**config.mk**
```make
export PLATFORM = sky130hd
export DESIGN_NAME = counter_routing_control
export DESIGN_NICKNAME = d
export VERILOG_FILES = /design/src/include/ctr_pkg.sv /design/src/include/ctr_if.sv /design/src/design/counter_routing_control.sv /design/src/design/timebase_gen.sv /design/src/design/down_counter16.sv
export SDC_FILE = /design/constraint.sdc
export NUM_CORES = 1
export LEC_CHECK = 0
export BUFFER_PORTS_ARGS = -buffer_cell sky130_fd_sc_hd__buf_2
export CAP_MARGIN = 20
export CORE_AREA = 2 2 177 179
export CTS_CLUSTER_DIAMETER = 100
export DETAILED_ROUTE_END_ITERATION = 10
export DIE_AREA = 0 0 179 181
export HOLD_SLACK_MARGIN = 0.05
export SYNTH_ARGS = -nofsm -noshare
export SYNTH_HDL_FRONTEND = slang
export SYNTH_SLANG_ARGS = --single-unit
```
**constraint.sdc**
```tcl
create_clock -name i_ref_clk -period 6.5 [get_ports i_ref_clk]
set_input_delay 0.65 -clock i_ref_clk [delete_from_list [all_inputs] [get_ports i_ref_clk]]
set_output_delay 0.65 -clock i_ref_clk [all_outputs]
set_load 0.05 [all_outputs]
```
**src/include/ctr_pkg.sv**
```systemverilog
// shared constants for the counter routing block
// assumes a 125 MHz reference clock and a 32-bit register bus
package ctr_pkg;
	localparam int unsigned CLK_HZ       = 125_000_000;
	localparam int unsigned TB_100K_HZ   = 100_000;
	localparam int unsigned TB_10K_HZ    = 10_000;
	localparam int unsigned TB_1K_HZ     = 1_000;
	localparam int unsigned TB_100_HZ    = 100;
	localparam int unsigned TB_DIV_100K  = CLK_HZ / TB_100K_HZ;
	localparam int unsigned TB_DIV_10K   = CLK_HZ / TB_10K_HZ;
	localparam int unsigned TB_DIV_1K    = CLK_HZ / TB_1K_HZ;
	localparam int unsigned TB_DIV_100   = CLK_HZ / TB_100_HZ;

	localparam int unsigned ADDR_W       = 12;
	localparam int unsigned IDX_W        = 10;
	localparam int unsigned CNT_W        = 16;
	localparam logic [15:0] CNT_MIN      = 16'h0002;

	// register indices; byte address is four times the index
	localparam logic [9:0]  IDX_IRQ_FLAG   = 10'h207;
	localparam logic [9:0]  IDX_CNT_FIRST  = 10'h208;
	localparam logic [9:0]  IDX_CNT_SECOND = 10'h209;
	localparam logic [9:0]  IDX_CHIP_CTRL  = 10'h20b;
	localparam logic [9:0]  IDX_START_FIRST  = 10'h20c;
	localparam logic [9:0]  IDX_START_SECOND = 10'h20d;
	localparam logic [9:0]  IDX_SET_FIRST  = 10'h20e;
	localparam logic [9:0]  IDX_SET_SECOND = 10'h20f;
	localparam logic [9:0]  IDX_IRQ_MASK   = 10'h210;
	localparam logic [9:0]  IDX_LED        = 10'h212;

	// field positions
	localparam int unsigned POS_FLAG_FIRST  = 2;
	localparam int unsigned POS_FLAG_SECOND = 3;
	localparam int unsigned POS_SOFT_GATE   = 0;
	localparam int unsigned POS_OUT_STATUS  = 4;
	localparam int unsigned POS_CLK_SEL     = 0;
	localparam int unsigned POS_GATE_SEL    = 1;
	localparam int unsigned POS_OUT_ROUTE   = 2;
	localparam int unsigned POS_IRQ_EN      = 3;
	localparam int unsigned POS_TB_LOW      = 5;
	localparam int unsigned POS_TB_HIGH     = 6;
	localparam int unsigned POS_CASCADE     = 7;

	// reset values
	localparam logic [1:0]  RST_FLAGS   = 2'h0;
	localparam logic [1:0]  RST_MASK    = 2'h3;
	localparam logic [1:0]  RST_SEL     = 2'h0;
	localparam logic [1:0]  RST_TB      = 2'h0;
	localparam logic [3:0]  RST_LED     = 4'h0;
	localparam logic [15:0] RST_RELOAD  = 16'hffff;

	localparam logic [1:0]  RESP_OKAY   = 2'h0;
	localparam logic [1:0]  RESP_SLVERR = 2'h2;

	typedef enum logic [1:0]
	{
		TB_100K = 2'b00,
		TB_10K  = 2'b01,
		TB_1K   = 2'b10,
		TB_100  = 2'b11
	} tb_rate_t;
endpackage : ctr_pkg

```
**src/include/ctr_if.sv**
```systemverilog
// signals between the routing logic and one down counter
// assumes both ends run on the same reference clock
`timescale 1ns/10ps
interface ctr_if #(parameter int unsigned W = 16);
	logic         tick;
	logic         gate;
	logic         load;
	logic [W-1:0] load_value;
	logic [W-1:0] count;
	logic         out;
	modport ctl (output tick, gate, load, load_value, input count, out);
	modport cnt (input tick, gate, load, load_value, output count, out);
endinterface : ctr_if

```
**src/design/counter_routing_control.sv**
```systemverilog
// counter clock, gate and output routing with interrupt flags and led control
// assumes an AXI4-Lite master and isolated inputs asynchronous to the clock
`timescale 1ns/10ps
module counter_routing_control #(
	parameter int unsigned DIV_100K = ctr_pkg::TB_DIV_100K,
	parameter int unsigned DIV_10K  = ctr_pkg::TB_DIV_10K,
	parameter int unsigned DIV_1K   = ctr_pkg::TB_DIV_1K,
	parameter int unsigned DIV_100  = ctr_pkg::TB_DIV_100
) (
	input  wire logic        i_ref_clk,
	input  wire logic        i_rst_n,
	input  wire logic [11:0] i_s_axi_awaddr,
	input  wire logic        i_s_axi_awvalid,
	output logic             o_s_axi_awready,
	input  wire logic [31:0] i_s_axi_wdata,
	input  wire logic [3:0]  i_s_axi_wstrb,
	input  wire logic        i_s_axi_wvalid,
	output logic             o_s_axi_wready,
	output logic [1:0]       o_s_axi_bresp,
	output logic             o_s_axi_bvalid,
	input  wire logic        i_s_axi_bready,
	input  wire logic [11:0] i_s_axi_araddr,
	input  wire logic        i_s_axi_arvalid,
	output logic             o_s_axi_arready,
	output logic [31:0]      o_s_axi_rdata,
	output logic [1:0]       o_s_axi_rresp,
	output logic             o_s_axi_rvalid,
	input  wire logic        i_s_axi_rready,
	input  wire logic        i_iso_input_zero,
	input  wire logic        i_iso_input_one,
	input  wire logic        i_iso_input_two,
	input  wire logic        i_iso_input_three,
	output logic             o_iso_output_two,
	output logic             o_iso_output_two_routed,
	output logic             o_iso_output_three,
	output logic             o_iso_output_three_routed,
	output logic             o_irq,
	output logic             o_led_enable_a,
	output logic             o_led_enable_b,
	output logic             o_led_enable_c,
	output logic             o_led_enable_d
);
	function automatic logic [9:0] word_index(input logic [11:0] addr);
		word_index = addr[11:2];
	endfunction : word_index

	function automatic logic is_mapped(input logic [9:0] idx);
		case (idx)
			ctr_pkg::IDX_IRQ_FLAG, ctr_pkg::IDX_CNT_FIRST, ctr_pkg::IDX_CNT_SECOND,
			ctr_pkg::IDX_CHIP_CTRL, ctr_pkg::IDX_START_FIRST, ctr_pkg::IDX_START_SECOND,
			ctr_pkg::IDX_SET_FIRST, ctr_pkg::IDX_SET_SECOND, ctr_pkg::IDX_IRQ_MASK,
			ctr_pkg::IDX_LED: is_mapped = 1'b1;
			default:          is_mapped = 1'b0;
		endcase
	endfunction : is_mapped

	// input synchronisers: meta stage feeds only the sync stage
	logic [3:0] iso_meta;
	logic [3:0] iso_sync;
	logic [3:0] iso_prev;
	logic [3:0] iso_rise;

	always_ff @(posedge i_ref_clk or negedge i_rst_n)
	begin
		if (!i_rst_n)
		begin
			iso_meta <= 4'h0;
			iso_sync <= 4'h0;
			iso_prev <= 4'h0;
		end
		else
		begin
			iso_meta <= {i_iso_input_three, i_iso_input_two, i_iso_input_one,
				i_iso_input_zero};
			iso_sync <= iso_meta;
			iso_prev <= iso_sync;
		end
	end

	assign iso_rise = iso_sync & ~iso_prev;

	// register file state; index 0 is the first counter, 1 the second
	logic [1:0]  irq_flag;
	logic [1:0]  irq_mask;
	logic [1:0]  soft_gate;
	logic [1:0]  clk_sel;
	logic [1:0]  gate_sel;
	logic [1:0]  out_route;
	logic [1:0]  irq_en;
	logic [1:0]  tb_sel;
	logic        cascade_enable;
	logic [3:0]  led;
	logic [15:0] reload [2];
	logic [1:0]  load;
	logic [1:0]  out_prev;
	logic [1:0]  next_irq_flag;
	logic [1:0]  next_irq_mask;
	logic [1:0]  next_soft_gate;
	logic [1:0]  next_clk_sel;
	logic [1:0]  next_gate_sel;
	logic [1:0]  next_out_route;
	logic [1:0]  next_irq_en;
	logic [1:0]  next_tb_sel;
	logic        next_cascade_enable;
	logic [3:0]  next_led;
	logic [15:0] next_reload [2];
	logic [1:0]  next_load;

	// write channel state
	typedef enum logic [0:0]
	{
		WR_COLLECT = 1'b0,
		WR_RESP    = 1'b1
	} wr_state_t;

	wr_state_t   wr_state;
	wr_state_t   next_wr_state;
	logic        aw_held;
	logic        w_held;
	logic [9:0]  aw_idx;
	logic [31:0] w_data;
	logic [3:0]  w_strb;
	logic        next_aw_held;
	logic        next_w_held;
	logic [9:0]  next_aw_idx;
	logic [31:0] next_w_data;
	logic [3:0]  next_w_strb;
	logic [1:0]  next_bresp;
	logic        do_write;
	logic [7:0]  wb;

	assign o_s_axi_awready = (wr_state == WR_COLLECT) && !aw_held;
	assign o_s_axi_wready  = (wr_state == WR_COLLECT) && !w_held;
	assign o_s_axi_bvalid  = (wr_state == WR_RESP);
	assign do_write        = (wr_state == WR_COLLECT) && aw_held && w_held;
	assign wb              = w_data[7:0];

	// counters and routing
	ctr_if #(.W(ctr_pkg::CNT_W)) cif [2] ();
	logic       tb_tick;
	logic [1:0] ctr_out;
	logic [1:0] out_rise;

	timebase_gen #(
		.DIV_100K (DIV_100K),
		.DIV_10K  (DIV_10K),
		.DIV_1K   (DIV_1K),
		.DIV_100  (DIV_100)
	) u_timebase (
		.i_ref_clk  (i_ref_clk),
		.i_rst_n    (i_rst_n),
		.i_rate_sel (tb_sel),
		.o_tick     (tb_tick)
	);

	assign ctr_out[0] = cif[0].out;
	assign ctr_out[1] = cif[1].out;
	assign out_rise   = ctr_out & ~out_prev;

	assign cif[0].tick = clk_sel[0] ? iso_rise[1] : tb_tick;
	assign cif[1].tick = cascade_enable ? out_rise[0] :
		(clk_sel[1] ? iso_rise[3] : tb_tick);
	assign cif[0].gate = gate_sel[0] ? iso_sync[0] : soft_gate[0];
	assign cif[1].gate = gate_sel[1] ? iso_sync[2] : soft_gate[1];

	for (genvar g = 0; g < 2; g++)
	begin : g_ctr
		assign cif[g].load       = load[g];
		assign cif[g].load_value = reload[g];
		down_counter16 #(
			.W (ctr_pkg::CNT_W)
		) u_ctr (
			.i_ref_clk (i_ref_clk),
			.i_rst_n   (i_rst_n),
			.port      (cif[g])
		);
	end

	// register writes, flag updates
	always_comb
	begin
		next_irq_flag       = irq_flag;
		next_irq_mask       = irq_mask;
		next_soft_gate      = soft_gate;
		next_clk_sel        = clk_sel;
		next_gate_sel       = gate_sel;
		next_out_route      = out_route;
		next_irq_en         = irq_en;
		next_tb_sel         = tb_sel;
		next_cascade_enable = cascade_enable;
		next_led            = led;
		next_reload[0]      = reload[0];
		next_reload[1]      = reload[1];
		next_load           = 2'h0;
		if (do_write && w_strb[0])
		begin
			case (aw_idx)
				ctr_pkg::IDX_IRQ_FLAG:
				begin
					if (wb[ctr_pkg::POS_FLAG_FIRST])
						next_irq_flag[0] = 1'b0;
					if (wb[ctr_pkg::POS_FLAG_SECOND])
						next_irq_flag[1] = 1'b0;
				end
				ctr_pkg::IDX_START_FIRST:  next_soft_gate[0] = wb[ctr_pkg::POS_SOFT_GATE];
				ctr_pkg::IDX_START_SECOND: next_soft_gate[1] = wb[ctr_pkg::POS_SOFT_GATE];
				ctr_pkg::IDX_SET_FIRST:
				begin
					next_clk_sel[0]   = wb[ctr_pkg::POS_CLK_SEL];
					next_gate_sel[0]  = wb[ctr_pkg::POS_GATE_SEL];
					next_out_route[0] = wb[ctr_pkg::POS_OUT_ROUTE];
					next_irq_en[0]    = wb[ctr_pkg::POS_IRQ_EN];
				end
				ctr_pkg::IDX_SET_SECOND:
				begin
					next_clk_sel[1]     = wb[ctr_pkg::POS_CLK_SEL];
					next_gate_sel[1]    = wb[ctr_pkg::POS_GATE_SEL];
					next_out_route[1]   = wb[ctr_pkg::POS_OUT_ROUTE];
					next_irq_en[1]      = wb[ctr_pkg::POS_IRQ_EN];
					next_tb_sel         = {wb[ctr_pkg::POS_TB_HIGH], wb[ctr_pkg::POS_TB_LOW]};
					next_cascade_enable = wb[ctr_pkg::POS_CASCADE];
				end
				ctr_pkg::IDX_IRQ_MASK:
				begin
					next_irq_mask[0] = wb[ctr_pkg::POS_FLAG_FIRST];
					next_irq_mask[1] = wb[ctr_pkg::POS_FLAG_SECOND];
				end
				ctr_pkg::IDX_LED: next_led = wb[3:0];
				default: ;
			endcase
		end
		if (do_write && (aw_idx == ctr_pkg::IDX_CNT_FIRST || aw_idx == ctr_pkg::IDX_CNT_SECOND)
			&& |w_strb[1:0])
		begin
			for (int i = 0; i < 2; i++)
			begin
				if (aw_idx == (ctr_pkg::IDX_CNT_FIRST + 10'(i)))
				begin
					if (w_strb[0])
						next_reload[i][7:0] = w_data[7:0];
					if (w_strb[1])
						next_reload[i][15:8] = w_data[15:8];
					if (next_reload[i] < ctr_pkg::CNT_MIN)
						next_reload[i] = ctr_pkg::CNT_MIN;
					next_load[i] = 1'b1;
				end
			end
		end
		// set after clear, so a same-cycle event is kept
		for (int i = 0; i < 2; i++)
		begin
			if (irq_en[i] && out_rise[i])
				next_irq_flag[i] = 1'b1;
		end
	end

	always_ff @(posedge i_ref_clk or negedge i_rst_n)
	begin
		if (!i_rst_n)
		begin
			irq_flag       <= ctr_pkg::RST_FLAGS;
			irq_mask       <= ctr_pkg::RST_MASK;
			soft_gate      <= ctr_pkg::RST_SEL;
			clk_sel        <= ctr_pkg::RST_SEL;
			gate_sel       <= ctr_pkg::RST_SEL;
			out_route      <= ctr_pkg::RST_SEL;
			irq_en         <= ctr_pkg::RST_SEL;
			tb_sel         <= ctr_pkg::RST_TB;
			cascade_enable <= 1'b0;
			led            <= ctr_pkg::RST_LED;
			reload[0]      <= ctr_pkg::RST_RELOAD;
			reload[1]      <= ctr_pkg::RST_RELOAD;
			load           <= 2'h0;
			out_prev       <= 2'h3;
		end
		else
		begin
			irq_flag       <= next_irq_flag;
			irq_mask       <= next_irq_mask;
			soft_gate      <= next_soft_gate;
			clk_sel        <= next_clk_sel;
			gate_sel       <= next_gate_sel;
			out_route      <= next_out_route;
			irq_en         <= next_irq_en;
			tb_sel         <= next_tb_sel;
			cascade_enable <= next_cascade_enable;
			led            <= next_led;
			reload[0]      <= next_reload[0];
			reload[1]      <= next_reload[1];
			load           <= next_load;
			out_prev       <= ctr_out;
		end
	end

	// write address and data in either order, then one response
	always_comb
	begin
		next_wr_state = wr_state;
		next_aw_held  = aw_held;
		next_w_held   = w_held;
		next_aw_idx   = aw_idx;
		next_w_data   = w_data;
		next_w_strb   = w_strb;
		next_bresp    = o_s_axi_bresp;
		if (o_s_axi_awready && i_s_axi_awvalid)
		begin
			next_aw_held = 1'b1;
			next_aw_idx  = word_index(i_s_axi_awaddr);
		end
		if (o_s_axi_wready && i_s_axi_wvalid)
		begin
			next_w_held = 1'b1;
			next_w_data = i_s_axi_wdata;
			next_w_strb = i_s_axi_wstrb;
		end
		case (wr_state)
			WR_COLLECT:
			begin
				if (do_write)
				begin
					next_aw_held  = 1'b0;
					next_w_held   = 1'b0;
					next_bresp    = is_mapped(aw_idx) ? ctr_pkg::RESP_OKAY : ctr_pkg::RESP_SLVERR;
					next_wr_state = WR_RESP;
				end
			end
			WR_RESP:
			begin
				if (i_s_axi_bready)
					next_wr_state = WR_COLLECT;
			end
			default: next_wr_state = WR_COLLECT;
		endcase
	end

	always_ff @(posedge i_ref_clk or negedge i_rst_n)
	begin
		if (!i_rst_n)
		begin
			wr_state      <= WR_COLLECT;
			aw_held       <= 1'b0;
			w_held        <= 1'b0;
			aw_idx        <= 10'h000;
			w_data        <= 32'h0000_0000;
			w_strb        <= 4'h0;
			o_s_axi_bresp <= ctr_pkg::RESP_OKAY;
		end
		else
		begin
			wr_state      <= next_wr_state;
			aw_held       <= next_aw_held;
			w_held        <= next_w_held;
			aw_idx        <= next_aw_idx;
			w_data        <= next_w_data;
			w_strb        <= next_w_strb;
			o_s_axi_bresp <= next_bresp;
		end
	end

	// read channel
	logic [31:0] rd_word;
	logic [9:0]  rd_idx;
	logic        next_rvalid;

	assign o_s_axi_arready = !o_s_axi_rvalid;
	assign rd_idx          = word_index(i_s_axi_araddr);

	always_comb
	begin
		rd_word = 32'h0000_0000;
		case (rd_idx)
			ctr_pkg::IDX_IRQ_FLAG:
			begin
				rd_word[ctr_pkg::POS_FLAG_FIRST]  = irq_flag[0];
				rd_word[ctr_pkg::POS_FLAG_SECOND] = irq_flag[1];
			end
			ctr_pkg::IDX_CNT_FIRST:  rd_word[15:0] = cif[0].count;
			ctr_pkg::IDX_CNT_SECOND: rd_word[15:0] = cif[1].count;
			ctr_pkg::IDX_START_FIRST, ctr_pkg::IDX_START_SECOND:
			begin
				rd_word[ctr_pkg::POS_SOFT_GATE]  = soft_gate[rd_idx[0]];
				rd_word[ctr_pkg::POS_OUT_STATUS] = ctr_out[rd_idx[0]];
			end
			ctr_pkg::IDX_SET_FIRST, ctr_pkg::IDX_SET_SECOND:
			begin
				rd_word[ctr_pkg::POS_CLK_SEL]   = clk_sel[rd_idx[0]];
				rd_word[ctr_pkg::POS_GATE_SEL]  = gate_sel[rd_idx[0]];
				rd_word[ctr_pkg::POS_OUT_ROUTE] = out_route[rd_idx[0]];
				rd_word[ctr_pkg::POS_IRQ_EN]    = irq_en[rd_idx[0]];
				if (rd_idx[0])
				begin
					rd_word[ctr_pkg::POS_TB_LOW]  = tb_sel[0];
					rd_word[ctr_pkg::POS_TB_HIGH] = tb_sel[1];
					rd_word[ctr_pkg::POS_CASCADE] = cascade_enable;
				end
			end
			ctr_pkg::IDX_IRQ_MASK:
			begin
				rd_word[ctr_pkg::POS_FLAG_FIRST]  = irq_mask[0];
				rd_word[ctr_pkg::POS_FLAG_SECOND] = irq_mask[1];
			end
			ctr_pkg::IDX_LED: rd_word[3:0] = led;
			default: rd_word = 32'h0000_0000;
		endcase
		next_rvalid = o_s_axi_rvalid ? !i_s_axi_rready : i_s_axi_arvalid;
	end

	always_ff @(posedge i_ref_clk or negedge i_rst_n)
	begin
		if (!i_rst_n)
		begin
			o_s_axi_rvalid <= 1'b0;
			o_s_axi_rdata  <= 32'h0000_0000;
			o_s_axi_rresp  <= ctr_pkg::RESP_OKAY;
		end
		else
		begin
			o_s_axi_rvalid <= next_rvalid;
			if (o_s_axi_arready && i_s_axi_arvalid)
			begin
				o_s_axi_rdata <= rd_word;
				o_s_axi_rresp <= is_mapped(rd_idx) ? ctr_pkg::RESP_OKAY : ctr_pkg::RESP_SLVERR;
			end
		end
	end

	// registered outputs
	always_ff @(posedge i_ref_clk or negedge i_rst_n)
	begin
		if (!i_rst_n)
		begin
			o_iso_output_two          <= 1'b0;
			o_iso_output_three        <= 1'b0;
			o_iso_output_two_routed   <= 1'b0;
			o_iso_output_three_routed <= 1'b0;
			o_irq                     <= 1'b0;
			{o_led_enable_a, o_led_enable_b, o_led_enable_c, o_led_enable_d} <= 4'h0;
		end
		else
		begin
			o_iso_output_two          <= out_route[0] & ctr_out[0];
			o_iso_output_three        <= out_route[1] & ctr_out[1];
			o_iso_output_two_routed   <= out_route[0];
			o_iso_output_three_routed <= out_route[1];
			o_irq                     <= |(irq_flag & irq_mask);
			{o_led_enable_a, o_led_enable_b, o_led_enable_c, o_led_enable_d} <= led;
		end
	end
endmodule : counter_routing_control

```
**src/design/timebase_gen.sv**
```systemverilog
// internal time base: one-cycle tick at one of four selectable rates
// assumes the rate select is a registered level
`timescale 1ns/10ps
module timebase_gen #(
	parameter int unsigned DIV_100K = ctr_pkg::TB_DIV_100K,
	parameter int unsigned DIV_10K  = ctr_pkg::TB_DIV_10K,
	parameter int unsigned DIV_1K   = ctr_pkg::TB_DIV_1K,
	parameter int unsigned DIV_100  = ctr_pkg::TB_DIV_100
) (
	input  wire logic       i_ref_clk,
	input  wire logic       i_rst_n,
	input  wire logic [1:0] i_rate_sel,
	output logic            o_tick
);
	localparam int unsigned DW = $clog2(DIV_100 + 1);
	logic [DW-1:0] div_cnt;
	logic [DW-1:0] next_div_cnt;
	logic [DW-1:0] limit;

	if (DIV_100K < 2 || DIV_10K < DIV_100K || DIV_1K < DIV_10K || DIV_100 < DIV_1K)
	begin : g_check
		$error("time base divisors must be at least 2 and rise with slower rates");
	end

	always_comb
	begin
		case (ctr_pkg::tb_rate_t'(i_rate_sel))
			ctr_pkg::TB_100K: limit = DW'(DIV_100K - 1);
			ctr_pkg::TB_10K:  limit = DW'(DIV_10K - 1);
			ctr_pkg::TB_1K:   limit = DW'(DIV_1K - 1);
			ctr_pkg::TB_100:  limit = DW'(DIV_100 - 1);
			default:          limit = DW'(DIV_100K - 1);
		endcase
		next_div_cnt = (div_cnt >= limit) ? '0 : div_cnt + 1'b1;
	end

	always_ff @(posedge i_ref_clk or negedge i_rst_n)
	begin
		if (!i_rst_n)
		begin
			div_cnt <= '0;
			o_tick  <= 1'b0;
		end
		else
		begin
			div_cnt <= next_div_cnt;
			o_tick  <= (div_cnt >= limit);
		end
	end
endmodule : timebase_gen

```
**src/design/down_counter16.sv**
```systemverilog
// down counter in rate mode: output low while the count sits at one
// assumes tick is a one-cycle enable and load a one-cycle strobe
`timescale 1ns/10ps
module down_counter16 #(
	parameter int unsigned W = ctr_pkg::CNT_W
) (
	input  wire logic i_ref_clk,
	input  wire logic i_rst_n,
	ctr_if.cnt        port
);
	logic [W-1:0] reload;
	logic [W-1:0] next_reload;
	logic [W-1:0] next_count;

	if (W < 2)
	begin : g_check
		$error("counter width must be at least 2");
	end

	always_comb
	begin
		next_reload = reload;
		next_count  = port.count;
		if (port.load)
		begin
			next_reload = port.load_value;
			next_count  = port.load_value;
		end
		else if (port.tick && port.gate)
		begin
			next_count = (port.count <= W'(1)) ? reload : port.count - 1'b1;
		end
	end

	always_ff @(posedge i_ref_clk or negedge i_rst_n)
	begin
		if (!i_rst_n)
		begin
			reload     <= '1;
			port.count <= '1;
			port.out   <= 1'b1;
		end
		else
		begin
			reload     <= next_reload;
			port.count <= next_count;
			port.out   <= (next_count != W'(1));
		end
	end
endmodule : down_counter16

```
# After elaboration in Yosys (flattened, before gate mapping)
# Cells that the tools add are included.
# word_totals
register_bits,218
in_bits,71
wordCells,207
# op_classes
addsub,3
n_reduce_logical,43
n_bitwise,8
mux,72
magnitude_cmp,6
eq_ne,25
# op_table
cell,n
"10-bit equality test, second input constant",20
16-bit two-way mux,8
8-bit two-way mux,12
21-bit case mux with 4 select lines,1
1-bit two-way mux,37
"16-bit by 1-bit less-or-equal comparator with 1-bit output, second input constant",2
"16-bit by 2-bit < comparator with 1-bit output, second input constant",2
"16-bit by 1-bit inequality test with 1-bit output, second input constant",2
"16-bit by 1-bit subtractor with 16-bit output, second input constant",2
"21-bit by 1-bit adder with 21-bit output, second input constant",1
21-bit greater-or-equal comparator,1
21-bit two-way mux,1
10-bit OR reduction,2
2-bit AND reduction,9
8-bit case mux with 2 select lines,1
1-bit logical AND,14
2-bit case mux with 6 select lines,1
2-bit nonzero test,6
2-bit two-way mux,5
3-bit case mux with 3 select lines,1
2-bit OR reduction,4
3-bit AND reduction,2
1-bit case mux with 5 select lines,1
2-bit bitwise AND,2
15 further kinds,20

# Depth between registers and ports, before layout
# Gate-level depths: netlist of run 1.
# logic_depth
word_depth,8
depth_mapped,13
mapped_depth_nobuf,12

# Modules after synthesis
# A second synthesis of run 1 with hierarchy kept.
# hier_totals
hier_cells,1057
hier_area_um2,11378.4
# by_module_without_submodules
mod,instances,area_per_inst_um2,cells_each
counter_routing_control,1,5674.2,469
down_counter16 (g_ctr[0].u_ctr),1,2043.2,211
down_counter16 (g_ctr[1].u_ctr),1,2009.4,212
timebase_gen,1,1651.6,165

# Worst setup path after synthesis of run 1
# No wires, ideal clock.
# synth_path
path_type,register -> register
start,reg g_ctr[0].u_ctr.port.count[0]
end,reg g_ctr[0].u_ctr.port.out
path_slack_ns,3.748
t_arrival_ns,2.657
required_ns,6.405
n_path_buf,2
path_stages_with_launch,12
path_cell_list,dfstp_2 ha_1 nor2_1 or4bb_1 buf_2 or3_1 buf_2 mux2i_1 o21ai_0 mux2_2 nor4_1 nand4_1
# synth_between
elab_chain_len,5
elab_cells_between_ends,6
classes_between,1 x add/sub; 1 x order compare; 1 x eq/ne; 3 x mux
# synth_rtl
item,line,source
from (decl),ctr_if.sv:12,"modport cnt (input tick, gate, load, load_value, output count, out);"
from (signal assigned),down_counter16.sv:46,port.count <= next_count;
16-bit by 1-bit subtractor with 16-bit output / 16-bit by 1-bit less-or-equal comparator with 1-bit output (equally long branches),down_counter16.sv:31,next_count = (port.count <= W'(1)) ? reload : port.count - 1'b1;
16-bit two-way mux (*),down_counter16.sv:31,
16-bit two-way mux (*),down_counter16.sv:29,else if (port.tick && port.gate)
16-bit two-way mux (*),down_counter16.sv:24,if (port.load)
net g_ctr[0].u_ctr.next_count[5],down_counter16.sv:13,logic [W-1:0] next_count;
16-bit by 1-bit inequality test with 1-bit output (*),down_counter16.sv:47,port.out <= (next_count != W'(1));
to (signal assigned),down_counter16.sv:47,
to (decl),ctr_if.sv:12,
# Mark *: on every way through the listed nets, which the timed path passes. The rest lies on a longest branch.
# A chain may end at the register's enable or synchronous reset.

# Worst setup path after layout of run 1
# Ends and elaborated chain as after synthesis.

==> results by group, run 1 <==
Synthesis
  – Fraction of registers with async set/reset: 100%
  – Post-synth EDFFs: 0
  – Synthesized flop and latch total: between 200 and 250
  – Cell area after synthesis: roughly 11000 um^2
  – Post-Syn Instances: 1013
  – Sequential share of the synthesized area: between 50% and 60%
  – Ys Warns: 0
  – Leading area contributor after synthesis: dfrtp_1
  – Post-synth top area share: 26.5%
  – Synthesized area per cell: ~10 um^2
  – Post-synthesis cell type count: 73
  – Main synth FF type: dfrtp_1
  – Post-synth top cells: dfrtp_1 (112), dfstp_2 (102), nand2_1 (102)
  – Count leader, synth: dfrtp_1
  – Synth top area cells: dfrtp_1 (27%), dfstp_2 (25%), mux2_2 (7.0%)

STA
  – Period utilization: 54.5%
  – Setup TNS: 0 ps
  – # setup viols final: 0
  – Relative slew slack: 38.6%
  – Clock Skew: 9.30 ps
  – Highest clock rate: between 200 and 300 MHz
  – Final Max Tran Viols: 0
  – Unrepaired setup endpoints after global routing: false
  – Final Hold Violating Endpoints: 0
  – Minimum clock period: 3540 ps
  – Slew @ Worst Pin: between 900 and 1000 ps

Pwr
  – Worst IR drop on VDD: 0.326 mV
  – P_sw: 1.06 mW
  – Net Sw Frac: 28.6%
  – Clock share of power: 41.7%
  – Pwr Density: 302 nW/um^2
  – Pwr Total: 3.70 mW
  – P_leak: 5.29 nW
  – Logic pwr share: between 10 and 15%
  – Power Internal: 2.64 mW
  – Seq pwr share: 44.3%

Layout
  – Share of cells above drive strength 1: 28.7%
  – Multi-input gate area: 4660 um^2
  – Sequential Area: 5480 um^2
  – Fill cells: just under 3000
  – Number of diodes: 0
  – Layout net count: 1184
  – Area delta synth->final: 16.1%
  – Final Core Density: about two fifths

Floorplan
  – Die W: ~180 um
  – Core region area: 30300 um^2
  – Effective utilization at floorplan: 34.8%
  – Row count: 64
  – Die H: roughly 180 um
  – Io pins: about 120
  – Die footprint: 32400 um^2

Global routing
  – Number of global-route vias before repair: 7737
  – Largest net degree at the start of global routing: 165
  – Total global-route track usage: 16.4%
  – Initial antenna violation count: 0
  – GRT Residual Overflow: 0
  – First-pass GRT wire length: 42.5 mm

Flow run
  – Number of max-cap violations: 0

Setup path
  – CP Max Fanout: 12
  – Worst Path Required: 6900 ps
  – Reg2Reg Setup Slack: 2960 ps
  – Setup crit end kind: flip-flop
  – FF-to-FF path depth: 10
  – Crit start category: flip-flop
  – Worst R2R End: g_ctr[0].u_ctr.port.out
  – Setup CP Type: reg2reg
  – RR Startpoint: g_ctr[0].u_ctr.port.count[0]
  – WP data arrival: 3940 ps

Drt
  – Drt wl/cell: 17.5 um
  – DRC Markers: 0
  – Post-route ant nets: 0
  – Pre-antenna DRT Iters: 5
  – Via Count: roughly 8000
  – Vias/cell: around 5.3
  – Final WL: 26.2 mm
  – DR iter-0 viols: 590

Clocking
  – CTS Buf Count: 25
  – # resized after CTS: 0
  – Post-cts hold buffer count: 0
  – CTS sink cnt: 214
  – Clock root cell: clkbuf_16
  – Clock transition at the registers of the reported paths: 60 ps
  – Clock Tree Buf Depth: 3
  – Setup bufs post-CTS: 0
  – CTS tree: done
  – H-Tree Depth: 1
  – Later-pin clock latency in the skew report: 520 ps

Placement
  – Placer Congestion: 0.873
  – Port Buffers: 80
  – DP Wirelength: 19.0 mm

Min path
  – Worst min path class: in2async

Run status
  – Status: completed
[stage by stage]
step,cells,worst slack (ps),cell area [um^2],hold WS [ps]
after floorplan,1030,3750,10600,331
after CTS,1501,3000,12300,103
after global placement,1454,3080,11300,337
final,1501,2960,12300,90.9
after global routing,1501,2810,12300,111
after detailed placement,1455,3030,11300,336
[flip-flops by register name, summed over array words and instances (netlist names), 10 cells and up]
name                    cells
w_data                     16
g_ctr.u_ctr.reload         32
u_timebase.div_cnt         21
cif.load_value             32
aw_idx                     10
o_s_axi_rdata              16
g_ctr.u_ctr.port.count     32
[worst max-delay path by stage]
stage                                 startpoint                      end  slack [ps]  cells past startpoint
finish              g_ctr[0].u_ctr.port.count[0]  g_ctr[0].u_ctr.port.out        2960                     10
global route        g_ctr[0].u_ctr.port.count[0]  g_ctr[0].u_ctr.port.out        2810                     10
CTS                 g_ctr[0].u_ctr.port.count[0]  g_ctr[0].u_ctr.port.out        3000                     10
detailed placement  g_ctr[0].u_ctr.port.count[0]  g_ctr[0].u_ctr.port.out        3030                     10
global placement    g_ctr[0].u_ctr.port.count[0]  g_ctr[0].u_ctr.port.out        3080                     10
floorplan           g_ctr[0].u_ctr.port.count[0]  g_ctr[0].u_ctr.port.out        3750                     11
[final cells by class]
type,count,area share [%]
Clock buffer,28,5.36
Timing Repair Buffer,89,4.05
Sequential cell,214,44.7
Tap cell,396,4.04
Clock inverter,18,2.19
Multi-Input combinational cell,703,38.0
Inverter,53,1.62
[cell families after synthesis]
kind of cell / after synthesis / synth area share, %
simple gates: 331 / 15.7
buf+inv: 113 / 4.70
other cells: 1 / 0.0355
xor+xnor: 19 / 1.58
flops: 214 / 51.9
compound gates: 231 / 14.5
mux: 77 / 8.32
fa+ha+maj: 27 / 3.20
[critical path: stages (launching register included)]
cell and delay, ps:
dfstp_2 400, inv_1 100, ha_1 250, nor2_1 70, or4bb_1 650, or3_1 680
mux2i_1 230, o21ai_0 90, mux2_2 310, nor4b_1 430, nand4_1 210
[per-layer routing]
layer	wire length [um]	share of wire [%]	vias up	track usage (%)
li1	-	-	3786	-
met2	12200	46	238	26.1
met1	11900	45	3813	22.6
met4	782	3.0	0	5.53
met5	0	0	-	0
met3	1380	5.3	46	2.67
[cells in the final DEF (no fill, tap or decap), drive strengths merged, types with 6 or more instances in the layout]
cell type	count
a21o	12
a21oi	33
a22o	19
a22oi	15
and2	6
and3	9
buf	88
bufinv	6
clkbuf	29
conb	18
dfrtp	112
dfstp	102
ha	27
inv	55
mux2	66
mux2i	9
nand2	103
nand2b	11
nand3	26
nand4	9
nor2	62
nor2b	8
nor3	36
nor4	26
o21ai	82
o31ai	15
o41ai	6
or4	7
xnor2	7
xor2	12
[power groups by stage]
stage                     Clock (mW)  Sequential (mW)  Combinational [mW]
after CTS                       1.58             1.65               0.522
after global placement             0             1.66               0.507
final                           1.54             1.64               0.516
after global routing            1.65             1.67               0.569
after detailed placement           0             1.67               0.520
after floorplan                    0             1.58               0.421
No activity file was read; power rests on OpenSTA's default activity.
==> inputs of run 2 (changes only) <==
Clock period 6.5 ns to 3 ns, I/O delays scaled along.
==> results by group, run 2 (synthesized netlist as in run 1, its figures left out) <==
Drt
  – Vias/cell: around 5.2
  – Final WL: approximately 28 mm
  – Post-route ant nets: 0
  – Via Count: around 8300
  – Drt wl/cell: approximately 18 um
  – Pre-antenna DRT Iters: 5
  – DRC Markers: 0
  – DR iter-0 viols: between 500 and 600

Clocking
  – CTS tree: done
  – CTS sink cnt: 214
  – Clock root cell: clkbuf_16
  – CTS Buf Count: 26
  – Clock transition at the registers of the reported paths: around 60 ps
  – Later-pin clock latency in the skew report: 540 ps
  – H-Tree Depth: 1
  – Setup bufs post-CTS: 0
  – Clock Tree Buf Depth: 3

Global routing
  – Total global-route track usage: 17.6%
  – Met1 Usage GRT: 23.7%
  – Met3 GRT Util: under 10%
  – Top Usage Layer GRT: met2
  – Number of global-route vias before repair: approximately 8400
  – Largest net degree at the start of global routing: between 90 and 100
  – Initial antenna violation count: 0
  – First-pass GRT wire length: 45.3 mm
  – GRT Residual Overflow: 0
  – Met2 Use GR: 28.8%

Placement
  – Placer Congestion: 0.945
  – Worst slack, placed: 15.7 ps
  – Port Buffers: 80
  – DP Wirelength: 20.4 mm
  – Cells after DPL: 1504
  – Placement Cell Area: 11700 um^2

Floorplan
  – Core region area: 30300 um^2
  – Die W: 179 um
  – Die footprint: 32400 um^2
  – Effective utilization at floorplan: 34.8%
  – Io pins: 121
  – Die H: 181 um
  – Row count: between 60 and 70

Pwr
  – P_leak: 5.67 nW
  – Worst IR drop on VDD: 0.790 mV
  – Pwr Density: around 600 nW/um^2
  – Pwr Total: about 8 mW

Layout
  – Commonest cells after routing, fill and taps aside: dfrtp_1 (112), nand2_1 (102), dfstp_2 (102), buf_2 (79), o21ai_0 (78)
  – Fin cells: 1587
  – Number of diodes: 0
  – Area delta synth->final: 22.6%
  – Share of cells above drive strength 1: 31.0%
  – Layout net count: 1269
  – Commonest non-fill, non-tap cell in the layout: dfrtp_1
  – Fill cells: between 2000 and 3000
  – Design Area, Final: around 13000 um^2
  – Final Core Density: 42.7%

STA
  – Period utilization: 96.8%
  – # setup viols final: 0
  – Final worst slack: approximately 97 ps
  – Highest clock rate: about 340 MHz
  – Setup TNS: 0 ps
  – Hold Worst Slack: 146 ps
  – Clock Skew: ~19 ps
  – Slew @ Worst Pin: ~800 ps
  – Final Max Tran Viols: 0
  – Final Hold Violating Endpoints: 0
  – Relative slew slack: 46.5%
  – Minimum clock period: a little under 3000 ps

Setup path
  – Critical Path Start: g_ctr[0].u_ctr.port.count[0]
  – Setup CP Type: reg2reg
  – CP Max Fanout: 6
  – Worst Path Required: 3440 ps
  – Crit start category: flip-flop
  – WP data arrival: roughly 3400 ps
  – FF-to-FF path depth: 9
  – Setup crit end kind: flip-flop
  – RR Startpoint: g_ctr[0].u_ctr.port.count[0]

Flow run
  – Number of max-cap violations: 0

Min path
  – Hold Crit Start: i_s_axi_araddr[10]
  – Hold path cells: 3
  – Worst min path class: in2reg

Run status
  – Status: completed
[run 2: timing repair]
item	CTS	global route
endpoints found under the hold margin	78	0
hold buffers	35	0
setup endpoints to repair	0	2
gates resized for setup	0	9
[run 2: final timing paths]
check / endpoint / slack [ps]
worst max-delay path: g_ctr[0].u_ctr.port.out / 100
worst min-delay path: o_s_axi_rdata[0] / 150
worst max register to register: g_ctr[0].u_ctr.port.out / 100
worst min register to register: iso_sync[1] / 350
max in group asynchronous: g_ctr[1].u_ctr.port.count[1] / 1740
min in group asynchronous: o_s_axi_rdata[6] / 410
[run 2: final cells by class]
| type | instances | area (um^2) | share of cell area [%] |
|---|---|---|---|
| Multi-Input combinational cell | 703 | 4690 | 36.3 |
| Timing Repair Buffer | 173 | 1240 | 9.55 |
| Clock inverter | 11 | 97.6 | 0.754 |
| Sequential cell | 214 | 5480 | 42.4 |
| Tap cell | 396 | 495 | 3.83 |
| Inverter | 53 | 199 | 1.54 |
| Clock buffer | 37 | 742 | 5.73 |
[run 2: routing by layer]
metal  routed length (um)  vias to the layer above
met5                    0                        -
met4                  673                        0
met3                 1480                       45
met2                13500                      216
met1                12300                     4068
li1                     -                     3949
[run 2: report_power, final]
part / total (mW) / switching, mW / internal (mW)
registers: 3.56 / 0.392 / 3.16
logic: 1.27 / 0.705 / 0.569
clock network: 3.04 / 1.23 / 1.81
total: 7.87 / 2.33 / 5.54
[run 2: worst max-delay path, cell delays in order (launching register included)]
cell     delay (ps)
dfstp_2         580
ha_1            160
nor2_1           60
or4bb_1         500
or3_4           450
mux2i_1         150
o21ai_0          90
mux2_2          280
nor4b_1         400
nand4_1         140
